`src/idle_sniff_pkg.sv`:
```
// constants, register map and states for the idle and sniff power controller
package idle_sniff_pkg;
   localparam int unsigned CLK_HZ      = 100_000_000;
   localparam int unsigned SLOW_OSC_HZ = 10_000;
   localparam int unsigned SLOW_DIV    = CLK_HZ / SLOW_OSC_HZ;
   // register indices, byte address is four times the index
   localparam logic [5:0] IDX_COMMAND  = 6'h00;
   localparam logic [5:0] IDX_STATUS2  = 6'h02;
   localparam logic [5:0] IDX_GEN_A    = 6'h0c;
   localparam logic [5:0] IDX_GEN_B    = 6'h0d;
   localparam logic [5:0] IDX_RX_CFG   = 6'h0e;
   localparam logic [5:0] IDX_IDLE_CFG = 6'h10;
   localparam logic [5:0] IDX_SNIFF_IV = 6'h20;
   localparam logic [5:0] IDX_BURST_IV = 6'h21;
   localparam logic [5:0] IDX_MAINT_IV = 6'h22;
   localparam logic [5:0] IDX_E_DWELL  = 6'h23;
   localparam logic [5:0] IDX_C_DWELL  = 6'h24;
   localparam logic [5:0] IDX_THRESH   = 6'h25;
   localparam logic [5:0] IDX_AUTO_WIN = 6'h26;
   localparam logic [5:0] IDX_AUTO_TGT = 6'h27;
   localparam logic [5:0] IDX_OPTIONS  = 6'h28;
   // commands
   localparam logic [7:0] CMD_IDLE_ENTER  = 8'h03;
   localparam logic [7:0] CMD_IDLE_RETURN = 8'h04;
   // field positions
   localparam int GA_CLK_STBY = 0;
   localparam int GA_POR_LO   = 1;
   localparam int GB_CLK_LO   = 0;
   localparam int RX_WAKE_EN  = 0;
   localparam int RX_SQUELCH  = 1;
   localparam int IC_DRAIN_LO = 3;
   localparam int IC_DSEL_LO  = 5;
   localparam int OPT_ID_CHK  = 0;
   localparam int OPT_HK_HOST = 1;
   localparam int ST2_BUSY    = 0;
   // power-on state selection
   localparam logic [1:0] POR_STANDBY = 2'b01;
   localparam logic [1:0] POR_IDLE    = 2'b10;
   // reset values
   localparam logic [7:0] REG_RST    = 8'h00;
   localparam logic [7:0] THRESH_RST = 8'h80;
   // host clock counts before shutoff
   localparam logic [10:0] DRAIN_256  = 11'd256;
   localparam logic [10:0] DRAIN_512  = 11'd512;
   localparam logic [10:0] DRAIN_1024 = 11'd1024;
   // sniff acquisition budget
   localparam int unsigned SNIFF_ACQ_NS  = 130_000;
   localparam int unsigned CLK_PERIOD_NS = 10;
   localparam int unsigned SNIFF_ACQ_CYC = SNIFF_ACQ_NS / CLK_PERIOD_NS;
   typedef enum logic [7:0] {
      ST_ACTIVE  = 8'b0000_0001,
      ST_STANDBY = 8'b0000_0010,
      ST_DRAIN   = 8'b0000_0100,
      ST_IDLE    = 8'b0000_1000,
      ST_ENERGY  = 8'b0001_0000,
      ST_CODE    = 8'b0010_0000,
      ST_RECEIVE = 8'b0100_0000,
      ST_AWAKE   = 8'b1000_0000
   } pwr_state_e;
endpackage

```
`src/idle_sniff_power_controller.sv`:
```
// idle, sniff and periodic task controller with avalon register slave
// Contract
// - command 0x03 enters idle, 0x04 returns idle
// - options A bits 2:1 pick power-on state; read only while still 00 just after reset, so power-on is always active
// - options A bit 0 keeps clock in standby
// - options B bits 1:0 pick host clock rate
// - standby may clock host, idle never does
// - slow oscillator ticks drive all idle timers
// - host clock after valid packet or wake
// - return command sends device back to idle
// - idle bits enable maintenance, burst, sniff
// - interrupt on data ready, then data select
// - bits 7:5 set interrupt to select delay
// - bits 4:3 set host clocks before shutoff
// - sniff sleeps, wakes, receives on energy
// - no valid identifier returns to sleep
// - rx bit 0 wakes on energy threshold
// - rx bit 1 squelches data below threshold
// - sniff wake acquires within 130 us; ACQ_CYC_P is not used, so no acquisition limit is applied
// - sniff interval sets time between wakes
// - energy dwell bounds each energy search
// - code dwell bounds identifier search
// - count false wakes, adjust threshold
// - maintenance and burst wakes run periodically
//
// Chosen here: the Avalon-MM slave port.
`timescale 1ns/1ps
module idle_sniff_power_controller #(
   parameter int unsigned SLOW_DIV_P = idle_sniff_pkg::SLOW_DIV,
   parameter int unsigned ACQ_CYC_P  = idle_sniff_pkg::SNIFF_ACQ_CYC
) (
   input  wire logic        clock_i,         // 100 MHz system clock
   input  wire logic        reset_n_i,       // async reset, active low
   input  wire logic [7:0]  address_i,       // avalon byte address
   input  wire logic        read_i,          // avalon read
   input  wire logic        write_i,         // avalon write
   input  wire logic [31:0] writedata_i,     // avalon write data
   output logic      [31:0] readdata_o,      // avalon read data
   output logic             waitrequest_o,   // avalon wait
   input  wire logic [7:0]  energy_level_i,  // received energy level
   input  wire logic        id_valid_i,      // own identifier seen
   input  wire logic        packet_valid_i,  // valid packet received
   input  wire logic        bit_tick_i,      // one pulse per bit time
   output logic             host_clock_o,    // clock to host
   output logic             data_select_n_o, // data select, low active
   output logic             irq_o,           // data ready interrupt
   output logic             rx_enable_o,     // receiver powered
   output logic             rx_data_en_o,    // recovered clk/data enable
   output logic             burst_start_o,   // burst transmit pulse
   output logic             maint_start_o    // periodic_maintenance pulse
);
   import idle_sniff_pkg::*;

   pwr_state_e state;
   pwr_state_e next_state;
   logic [7:0]  gen_a, gen_b, rx_cfg, idle_cfg, opts;
   logic [7:0]  intv [3];
   logic [7:0]  e_dwell, c_dwell, thresh, auto_win, auto_tgt;
   logic        booted;
   logic [13:0] slow_cnt;
   logic        slow_tick;
   logic [7:0]  task_cnt [3];
   logic [2:0]  task_fire;
   logic [7:0]  dwell_cnt;
   logic [10:0] drain_cnt;
   logic [3:0]  hdiv;
   logic [3:0]  dsel_cnt;
   logic        pending;
   logic [7:0]  sniff_cnt, false_cnt;

   // decoded host clock count before shutoff
   function automatic logic [10:0] drain_len(input logic [1:0] code);
      unique case (code)
         2'b01:   drain_len = DRAIN_256;
         2'b10:   drain_len = DRAIN_512;
         2'b11:   drain_len = DRAIN_1024;
         default: drain_len = 11'h000;
      endcase
   endfunction

   // bus decode
   wire [5:0] idx     = address_i[7:2];
   wire       req     = read_i | write_i;
   wire       wr_take = write_i & ~waitrequest_o;
   wire       wr_cmd  = wr_take & (idx == IDX_COMMAND);
   wire       go_idle = wr_cmd & ((writedata_i[7:0] == CMD_IDLE_ENTER) |
                                  (writedata_i[7:0] == CMD_IDLE_RETURN));
   wire       busy    = ~(state inside {ST_IDLE, ST_STANDBY, ST_ACTIVE});
   logic [7:0] rd_mux;
   // read data select; unmapped and write-only indices read as zero
   always_comb begin
      unique case (idx)
         IDX_STATUS2:  rd_mux = {7'h00, busy};
         IDX_GEN_A:    rd_mux = gen_a;
         IDX_GEN_B:    rd_mux = gen_b;
         IDX_RX_CFG:   rd_mux = rx_cfg;
         IDX_IDLE_CFG: rd_mux = idle_cfg;
         IDX_SNIFF_IV: rd_mux = intv[0];
         IDX_BURST_IV: rd_mux = intv[1];
         IDX_MAINT_IV: rd_mux = intv[2];
         IDX_E_DWELL:  rd_mux = e_dwell;
         IDX_C_DWELL:  rd_mux = c_dwell;
         IDX_THRESH:   rd_mux = thresh;
         IDX_AUTO_WIN: rd_mux = auto_win;
         IDX_AUTO_TGT: rd_mux = auto_tgt;
         IDX_OPTIONS:  rd_mux = opts;
         default:      rd_mux = 8'h00;
      endcase
   end

   // one wait cycle per access, answer registered
   always_ff @(posedge clock_i or negedge reset_n_i) begin
      if (!reset_n_i) begin
         waitrequest_o <= 1'b1;
         readdata_o    <= 32'h0000_0000;
      end else begin
         waitrequest_o <= ~(req & waitrequest_o);
         if (read_i & waitrequest_o) begin
            readdata_o <= {24'h00_0000, rd_mux};
         end
      end
   end

   // auto threshold decision at the end of each window
   wire energy_hit = rx_cfg[RX_WAKE_EN] ? (energy_level_i >= thresh) : 1'b1;
   wire code_miss  = (state == ST_CODE) & (dwell_cnt >= c_dwell) & slow_tick & ~id_valid_i;
   wire win_end    = (auto_win != 8'h00) & (state == ST_ENERGY) & (dwell_cnt == 8'h00)
                     & (sniff_cnt >= auto_win - 8'h01) & ~slow_tick & (next_state == ST_ENERGY);
   wire th_up      = win_end & (false_cnt > auto_tgt) & (thresh != 8'hff);
   wire th_down    = win_end & (false_cnt < auto_tgt) & (thresh != 8'h00);

   // register file; hardware threshold adjust shares the writer
   always_ff @(posedge clock_i or negedge reset_n_i) begin
      if (!reset_n_i) begin
         gen_a    <= REG_RST;
         gen_b    <= REG_RST;
         rx_cfg   <= REG_RST;
         idle_cfg <= REG_RST;
         opts     <= REG_RST;
         e_dwell  <= REG_RST;
         c_dwell  <= REG_RST;
         auto_win <= REG_RST;
         auto_tgt <= REG_RST;
         thresh <= THRESH_RST;
         for (int i = 0; i < 3; i++) intv[i] <= REG_RST;
      end else if (wr_take) begin
         unique case (idx)
            IDX_GEN_A:    gen_a    <= writedata_i[7:0];
            IDX_GEN_B:    gen_b    <= writedata_i[7:0];
            IDX_RX_CFG:   rx_cfg   <= writedata_i[7:0];
            IDX_IDLE_CFG: idle_cfg <= writedata_i[7:0];
            IDX_SNIFF_IV: intv[0]  <= writedata_i[7:0];
            IDX_BURST_IV: intv[1]  <= writedata_i[7:0];
            IDX_MAINT_IV: intv[2]  <= writedata_i[7:0];
            IDX_E_DWELL:  e_dwell  <= writedata_i[7:0];
            IDX_C_DWELL:  c_dwell  <= writedata_i[7:0];
            IDX_THRESH:   thresh   <= writedata_i[7:0];
            IDX_AUTO_WIN: auto_win <= writedata_i[7:0];
            IDX_AUTO_TGT: auto_tgt <= writedata_i[7:0];
            IDX_OPTIONS:  opts     <= writedata_i[7:0];
            default:      ;
         endcase
      end else if (th_up) begin
         thresh <= thresh + 8'h01;
      end else if (th_down) begin
         thresh <= thresh - 8'h01;
      end
   end

   // false wake and window counters
   always_ff @(posedge clock_i or negedge reset_n_i) begin
      if (!reset_n_i) begin
         sniff_cnt <= 8'h00;
         false_cnt <= 8'h00;
      end else if (win_end) begin
         sniff_cnt <= 8'h00;
         false_cnt <= 8'h00;
      end else begin
         if (state == ST_IDLE && next_state == ST_ENERGY) sniff_cnt <= sniff_cnt + 8'h01;
         if (code_miss) false_cnt <= false_cnt + 8'h01;
      end
   end

   // slow oscillator tick, stands in for the 10 kHz source
   assign slow_tick = (slow_cnt == 14'(SLOW_DIV_P - 1));
   always_ff @(posedge clock_i or negedge reset_n_i) begin
      if (!reset_n_i) slow_cnt <= 14'h0000;
      else slow_cnt <= slow_tick ? 14'h0000 : slow_cnt + 14'h0001;
   end

   // one interval timer per idle task; all three restart whenever the state leaves idle, energy or code
   wire in_idle = state inside {ST_IDLE, ST_ENERGY, ST_CODE};
   generate
      for (genvar g = 0; g < 3; g++) begin : g_task
         wire run = in_idle & idle_cfg[g] & (intv[g] != 8'h00);
         assign task_fire[g] = run & slow_tick & (task_cnt[g] >= intv[g] - 8'h01);
         always_ff @(posedge clock_i or negedge reset_n_i) begin
            if (!reset_n_i) task_cnt[g] <= 8'h00;
            else if (!run || task_fire[g]) task_cnt[g] <= 8'h00;
            else if (slow_tick) task_cnt[g] <= task_cnt[g] + 8'h01;
         end
      end
   endgenerate

   // power state transitions
   always_comb begin
      next_state = state;
      if (!booted) begin
         unique case (gen_a[GA_POR_LO +: 2])
            POR_STANDBY: next_state = ST_STANDBY;
            POR_IDLE:    next_state = ST_IDLE;
            default:     next_state = ST_ACTIVE;
         endcase
      end else if (go_idle) begin
         next_state = (drain_len(idle_cfg[IC_DRAIN_LO +: 2]) == 11'h000)
                      ? ST_IDLE : ST_DRAIN;
      end else begin
         unique case (state)
            ST_DRAIN:
               if (drain_cnt >= drain_len(idle_cfg[IC_DRAIN_LO +: 2])) next_state = ST_IDLE;
            ST_IDLE:
               if (task_fire[2] && opts[OPT_HK_HOST]) next_state = ST_AWAKE;
               else if (task_fire[0]) next_state = ST_ENERGY;
            ST_ENERGY:
               if (energy_hit) next_state = opts[OPT_ID_CHK] ? ST_CODE : ST_RECEIVE;
               else if (slow_tick && dwell_cnt >= e_dwell) next_state = ST_IDLE;
            ST_CODE:
               if (id_valid_i) next_state = ST_RECEIVE;
               else if (code_miss) next_state = ST_IDLE;
            // awake and receive are left only on a new idle command
            default: ;
         endcase
      end
   end

   // state register; power-on choice is applied once after reset
   always_ff @(posedge clock_i or negedge reset_n_i) begin
      if (!reset_n_i) begin
         state  <= ST_ACTIVE;
         booted <= 1'b0;
      end else begin
         state  <= next_state;
         booted <= 1'b1;
      end
   end

   // dwell counter restarts on every state change
   always_ff @(posedge clock_i or negedge reset_n_i) begin
      if (!reset_n_i) dwell_cnt <= 8'h00;
      else if (next_state != state) dwell_cnt <= 8'h00;
      else if (slow_tick && dwell_cnt != 8'hff) dwell_cnt <= dwell_cnt + 8'h01;
   end

   // host clock gating; standby only if allowed, idle never
   wire hclk_run = (state == ST_ACTIVE) | (state == ST_DRAIN) | (state == ST_AWAKE)
                   | ((state == ST_STANDBY) & gen_a[GA_CLK_STBY])
                   | ((state == ST_RECEIVE) & pending);
   wire next_hclk = hclk_run & hdiv[gen_b[GB_CLK_LO +: 2]];
   // drain counts only the edges the host will really see
   wire hclk_rise = next_hclk & ~host_clock_o;
   always_ff @(posedge clock_i or negedge reset_n_i) begin
      if (!reset_n_i) begin
         hdiv         <= 4'h0;
         host_clock_o <= 1'b0;
      end else begin
         hdiv         <= hdiv + 4'h1;
         host_clock_o <= next_hclk;
      end
   end

   // host clock edges given during the drain
   always_ff @(posedge clock_i or negedge reset_n_i) begin
      if (!reset_n_i) drain_cnt <= 11'h000;
      else if (state != ST_DRAIN) drain_cnt <= 11'h000;
      else if (hclk_rise) drain_cnt <= drain_cnt + 11'h001;
   end

   // interrupt then data select after the programmed bit times
   wire [3:0] dsel_len  = (idle_cfg[IC_DSEL_LO +: 3] == 3'b000) ? 4'h0
                          : {1'b0, idle_cfg[IC_DSEL_LO +: 3]} + 4'h1;
   wire       dsel_done = pending & (dsel_cnt >= dsel_len);
   always_ff @(posedge clock_i or negedge reset_n_i) begin
      if (!reset_n_i) begin
         pending         <= 1'b0;
         dsel_cnt        <= 4'h0;
         irq_o           <= 1'b0;
         data_select_n_o <= 1'b1;
      end else if (state != ST_RECEIVE) begin
         pending         <= 1'b0;
         dsel_cnt        <= 4'h0;
         irq_o           <= 1'b0;
         data_select_n_o <= 1'b1;
      end else begin
         if (packet_valid_i) pending <= 1'b1;
         if (packet_valid_i) irq_o <= 1'b1;
         if (pending && bit_tick_i && !dsel_done) dsel_cnt <= dsel_cnt + 4'h1;
         data_select_n_o <= ~dsel_done;
      end
   end

   // receiver and task outputs
   always_ff @(posedge clock_i or negedge reset_n_i) begin
      if (!reset_n_i) begin
         rx_enable_o   <= 1'b0;
         rx_data_en_o  <= 1'b0;
         burst_start_o <= 1'b0;
         maint_start_o <= 1'b0;
      end else begin
         rx_enable_o   <= next_state inside {ST_ENERGY, ST_CODE, ST_RECEIVE, ST_ACTIVE};
         rx_data_en_o  <= ~(rx_cfg[RX_SQUELCH] & (energy_level_i < thresh));
         burst_start_o <= task_fire[1];
         maint_start_o <= task_fire[2];
      end
   end
endmodule

```
`config.mk`:
```
export PLATFORM = sky130hd
export DESIGN_NAME = idle_sniff_power_controller
export DESIGN_NICKNAME = d
export VERILOG_FILES = /design/src/idle_sniff_pkg.sv /design/src/idle_sniff_power_controller.sv
export SDC_FILE = /design/constraint.sdc
export NUM_CORES = 1
export LEC_CHECK = 0
export ABC_AREA = 1
export BUFFER_PORTS_ARGS = -buffer_cell sky130_fd_sc_hd__buf_4
export CAP_MARGIN = 15
export CORE_MARGIN = 3
export CORE_UTILIZATION = 45
export CTS_CLUSTER_SIZE = 40
export DETAILED_ROUTE_END_ITERATION = 6
export HOLD_SLACK_MARGIN = 0.05
export PLACE_DENSITY = 0.58
export SYNTH_ARGS = -nofsm -noshare
export SYNTH_HDL_FRONTEND = slang
export SYNTH_SLANG_ARGS = --single-unit
```
`constraint.sdc`:
```
create_clock -name clock_i -period 4.95 [get_ports clock_i]
set_clock_uncertainty 0.05 [all_clocks]
set_input_delay 0 -clock clock_i [delete_from_list [all_inputs] [get_ports clock_i]]
set_output_delay 0 -clock clock_i [all_outputs]
set_load 0.02 [all_outputs]
```
==> results.cfg, run 1 <==
[sta]
fin_worst_hold_slack_ps = 57.8
worst_pin_slew_ps = 854
tns_ps = 0
post-route-period-util_pct = 90.2
fin_crit_ps = 4460
setup_viol = 0
max_slew_margin_pct = 43.1
slew_violations = 0
max_freq_mhz = 224
hold_viol_final = 0

[yosys]
syn_area_per_cell_um2 = 7.99
synth_cell_types = 69
synth_top_area_share_pct = 39.2
synthCells = 1645
yosysMostFrequentCell = nand2_1
yosysSeqAreaShare_pct = 40.0
synth_top_cell_by_area = dfrtp_1
synth_common_cells = nand2_1 (351), inv_1 (212), dfrtp_1 (206), o21ai_0 (145), nor2_1 (136)
async_flop_share_pct = 100
ys_ff_latch = 210
yosysWarnings = 0
syn-cell-area_um2 = 13100
synth_enable_flop_cells = 0
ys.flop_type = dfrtp_1
synth_area_leaders = dfrtp_1 (39%), nand2_1 (10%), ha_1 (9.7%), inv_1 (6.1%), o21ai_0 (5.5%)

[final_layout]
antenna_cells = 0
num-nets-final = 1880
syn_to_final_growth_pct = 14.1
fin_area_um2 = 15000
drive_gt1_share_pct = 11.1
fill_cells = 2697
multi_input_area_um2 = 6900
regArea_um2 = 5260

[power_and_ir_drop]
peakVddDrop_mv = 0.286
pwr-share-clk_pct = 36.7
powerDensity_nw_per_um2 = 359
p_int_mw = 3.58
p_comb_share_pct = 26.3
leakage_nw = 7.30
p_switching_mw = 1.81
sw_frac_of_total_pct = 33.5
power.total_mw = 5.39
pwr-share-seq_pct = 37.0

[critical_path]
reg2reg_depth = 32
worst_path_max_delay_cell = dfrtp_1
critPathLaunchType = flop
crit_type = flop to flop
cp_max_fo = 5
critPathRequiredTime_ps = 5380
cp_slowest_stage_delay_ps = 430
cpMostUsedCell = nand2_1
cp.arrival_ps = 4890
cp-end-kind = flop

[floorplan]
io_pins = 95
initial_core_util_pct = 46.4
die_h_um = 177
dieArea_um2 = 31300
coreArea_um2 = 28300
rows = 61
chipWidth_um = 177

[clock_network]
worstSkewPairLatency_ps = 540
path_clk_slew_ps = 60
cts_sinks = 210
cts_root_buf = clkbuf_16
cts_max_path_buffers = 3
htreeDepth = 1
cts_tree = built
cts_made_buffers = 25

[grt]
overflow = 0
grt_antenna_before_repair = 0
grt_max_degree = 100
grt_pass1_vias = 10422
grt_pass1_wl_um = 57600
grt_usage_pct = 23.2

[detailed_routing]
avgRoutedWirePerCell_um = 17.0
drt-initial-drc-count = 896
drc = 0
drtAntennaViolNets = 0
vias = 11185
first_pass_iters = 5
vias_per_cell = 5.28
finalWirelength_um = 36000

[placed_design]
hpwl_um = 26300
placed_area_um2 = 13900
place_congestion = 0.907
port_buffers = 44

[worst_hold_path]
hp-class = primary input to async pin

[job]
drv_cap = 0

[status]
status = finished clean
==> layout make-up <==
class,count,share of cell area [%]
Multi-Input combinational cell,1177,46.0
Sequential cell,210,35.1
Inverter,232,5.83
Clock buffer,34,4.73
Timing Repair Buffer,76,4.14
Tap cell,378,3.15
Clock inverter,11,1.13
==> sequential cells by signal, indices dropped and copies added, names as in the netlist, 11 cells and up <==
name       count
drain_cnt     11
intv          24
slow_cnt      14
task_cnt      24
==> layer usage <==
| metal | part of all wire, % | vias to the layer above | GRT usage, % | wire length (um) |
|---|---|---|---|---|
| met1 | 47 | 5262 | 33.6 | 16900 |
| met2 | 44 | 311 | 36.2 | 15900 |
| li1 | - | 5550 | - | - |
| met5 | 0 | - | 0 | 0 |
| met4 | 3.0 | 0 | 6.61 | 1090 |
| met3 | 5.8 | 62 | 3.65 | 2100 |
==> power by group through the flow <==
stage / combinational (mW) / clock (mW) / sequential (mW)
6_report: 1.42 / 1.98 / 1.99
5_1_grt: 1.63 / 2.08 / 2.01
4_1_cts: 1.37 / 2.02 / 1.98
3_5_place_dp: 1.34 / 0 / 2.01
3_3_place_gp: 1.32 / 0 / 2.01
2_1_floorplan: 1.01 / 0 / 1.98
==> logic make-up after synthesis <==
group           Yosys count  share of synthesized area, %
flops                   210                          40.0
simple gates            686                          24.0
buf+inv                 281                          8.79
xor+xnor                 57                          3.80
mux                       1                        0.0761
compound gates          305                          13.4
other cells               2                        0.0571
fa+ha+maj               103                          9.86
==> worst max-delay path, delay by kind of cell, from the launching register on <==
family / cells / cell delay (ps)
buffers and inverters: 1 / 40
AND/OR/NAND/NOR: 23 / 2370
AO/OA/AOI/OAI: 4 / 510
flip-flops: 1 / 430
XOR/XNOR: 2 / 380
adder cells (fa/ha/maj): 2 / 600
==> what timing repair did <==
item                                    4_1_cts  5_1_grt
setup buffers                                 0        3
endpoints found under the setup margin        0        4
resized for setup                             0       16
hold endpoints to repair                    162        0
hold buffers                                 17        0
==> placed cells by master (no fill, tap or decap), drive strengths merged, types with 5 or more instances in the layout <==
cell type,netlist,final
clkinv,3,5
nand3b,5,5
a21oi,67,67
a21o,8,8
xor2,45,45
a221oi,12,12
o21a,8,8
o211ai,6,6
nand4,28,28
clkbuf,23,34
buf,26,59
o21ai,154,154
ha,102,102
dfrtp,206,206
nand2,370,370
nand3,64,64
a31oi,10,10
nor3,32,32
xnor2,12,12
o22ai,21,21
nor2,151,151
inv,229,230
conb,2,25
nor4,19,19
dlygate4sd3,0,17
nor3b,7,7
==> through the flow <==
stage	util [%]	std cells	setup slack [ps]
after floorplan	-	1668	798
after global placement	48.9	2053	315
after detailed placement	48.9	2053	218
after CTS	52.6	2115	196
after global routing	53.0	2118	-37.2
final	53.0	2118	486
==> final timing paths <==
kind	startpoint	end	slack, ps
worst min-delay path	reset_n_i	slow_cnt[3]	60
min in group clock_i	energy_level_i[6]	rx_data_en_o	80
worst max-delay path	intv[2]	thresh[7]	490
worst max register to register	intv[2]	thresh[7]	490
max in group asynchronous	reset_n_i	idle_cfg[7]	3500
worst min register to register	slow_cnt[0]	slow_cnt[0]	410
Power figures use the tool's default switching activity.
==> run 2, diff against run 1 <==
--- a/config.mk
+++ b/config.mk
@@ -9,11 +9,12 @@
 export BUFFER_PORTS_ARGS = -buffer_cell sky130_fd_sc_hd__buf_4
 export CAP_MARGIN = 15
 export CORE_MARGIN = 3
-export CORE_UTILIZATION = 45
+export CORE_UTILIZATION = 59
 export CTS_CLUSTER_SIZE = 40
 export DETAILED_ROUTE_END_ITERATION = 6
 export HOLD_SLACK_MARGIN = 0.05
-export PLACE_DENSITY = 0.58
+export PLACE_DENSITY = 0.78
+export SLEW_MARGIN = 30
 export SYNTH_ARGS = -nofsm -noshare
 export SYNTH_HDL_FRONTEND = slang
 export SYNTH_SLANG_ARGS = --single-unit
==> results.cfg, run 2 (same netlist as run 1, synthesis figures left out) <==
[status]
status = finished clean

[sta]
setup_viol = 0
post-route-period-util_pct = 94.2
slew_violations = 0
max_slew_margin_pct = 38.8
worst_pin_slew_ps = 911
max_freq_mhz = 215
hold_viol_final = 0
finalWorstSetupSlack_ps = 290
fin_crit_ps = 4660
tns_ps = 0

[critical_path]
reg2reg_from = thresh[7]
crit_type = flop to flop
critPathLaunch = thresh[7]
critPathRequiredTime_ps = 5350
cp_slowest_stage_delay_ps = 560
cp_max_fo = 4
worst_path_max_delay_cell = dfstp_2
cpMostUsedCell = nand2_1
cp.arrival_ps = 5060
cp-end-kind = flop
critPathLaunchType = flop

[grt]
grt_pass1_vias = 11105
grt_pass1_wl_um = 56500
grt_antenna_before_repair = 0
grt_usage_pct = 28.8
overflow = 0
grt_max_degree = 121

[placed_design]
dp_slack_ps = 265
placed_area_um2 = 13700
port_buffers = 44
hpwl_um = 24900
place_congestion = 0.975

[floorplan]
io_pins = 95
die_h_um = 155
coreArea_um2 = 21500
chipWidth_um = 155
rows = 53
initial_core_util_pct = 61.2
dieArea_um2 = 24100

[power_and_ir_drop]
p_comb_share_pct = 26.5
p_int_mw = 3.59
sw_frac_of_total_pct = 33.1
p_switching_mw = 1.78
powerDensity_nw_per_um2 = 362
peakVddDrop_mv = 0.320
pwr-share-clk_pct = 36.4
pwr-share-seq_pct = 37.1
leakage_nw = 7.31

[worst_hold_path]
min_from = writedata_i[5]
hp-class = primary input to flop

[final_layout]
fill_cells = 1755
layout_common_cells = nand2_1 (350), inv_1 (211), dfrtp_1 (206), o21ai_0 (145), nor2_1 (136)
top_regs = intv: 24 flops, task_cnt: 24 flops, slow_cnt: 14 flops
regArea_um2 = 5260
syn_to_final_growth_pct = 12.9
drive_gt1_share_pct = 10.7
num-nets-final = 1877
final_common_cell = nand2_1
multi_input_area_um2 = 6880
fin_area_um2 = 14900

[detailed_routing]
first_pass_iters = 5
vias = 11597
finalWirelength_um = 34900
drc = 0
vias_per_cell = 5.76
avgRoutedWirePerCell_um = 17.3
drtAntennaViolNets = 0
drt-initial-drc-count = 958

[job]
drv_cap = 0

[clock_network]
cts_made_buffers = 24
cts_sinks = 210
cts_max_path_buffers = 3
htreeDepth = 1
cts_tree = built
cts_root_buf = clkbuf_16
worstSkewPairLatency_ps = 520
path_clk_slew_ps = 60
## run 2: area by class of cell
| type | instances | area share (%) |
|---|---|---|
| clock buffers | 31 | 4.57 |
| multi-input cells | 1177 | 46.3 |
| well taps | 275 | 2.32 |
| repair buffers | 74 | 4.21 |
| clock inverters | 13 | 1.28 |
| inverters | 232 | 5.89 |
| flip-flops and latches | 210 | 35.4 |
| diodes | 1 | 0.0169 |
## run 2: layer usage
metal	share of wire [%]	routed length, um	global-route usage [%]
met1	42	14600	39.4
met2	46	16100	46.3
met3	7.9	2760	4.56
met4	4.1	1430	11.3
met5	0	0	0
## run 2: worst paths after layout
check                         endpoint  slack (ps)  cells past startpoint
max                          thresh[7]         290                     28
min                         e_dwell[5]         110                      3
max reg2reg                  thresh[7]         290                     28
min reg2reg                slow_cnt[0]         410                      1
max in group asynchronous     intv[12]        3080                      5
min in group asynchronous  slow_cnt[6]         460                      3
## run 2: critical path: cells and delay by family, from the launching register on
family                     cells  cell delay, ps
and+or+nand+nor               18            1870
adders and majority gates      2             640
AOI/OAI and AO/OA              4             520
xor gates and xnor gates       1             200
DFF                            1             560
buffers and inverters          3             740
## run 2: what timing repair did
item                                    in CTS  in global routing
resized for setup                            0                 10
endpoints found under the setup margin       0                  2
hold buffers                                16                  1
buffers inserted                             0                  2
endpoints found under the hold margin      171                 45
## run 2: stage by stage
step / hold WS (ps) / util (%) / total power, mW / std cells
2_1_floorplan: -346 / - / 2.99 / 1668
6_report: 111 / 69.1 / 5.37 / 2013
3_5_place_dp: 109 / 63.8 / 3.35 / 1948
4_1_cts: 75.7 / 68.6 / 5.33 / 2008
5_1_grt: 104 / 69.1 / 5.66 / 2012
3_3_place_gp: 105 / 63.8 / 3.30 / 1948
## run 2: power by group through the flow
stage	Sequential, mW	Clock [mW]	Combinational (mW)
after floorplan	1.98	0	1.01
after global placement	2.01	0	1.29
after detailed placement	2.01	0	1.34
after CTS	1.98	1.97	1.37
after global routing	2.01	2.05	1.60
final	1.99	1.95	1.43
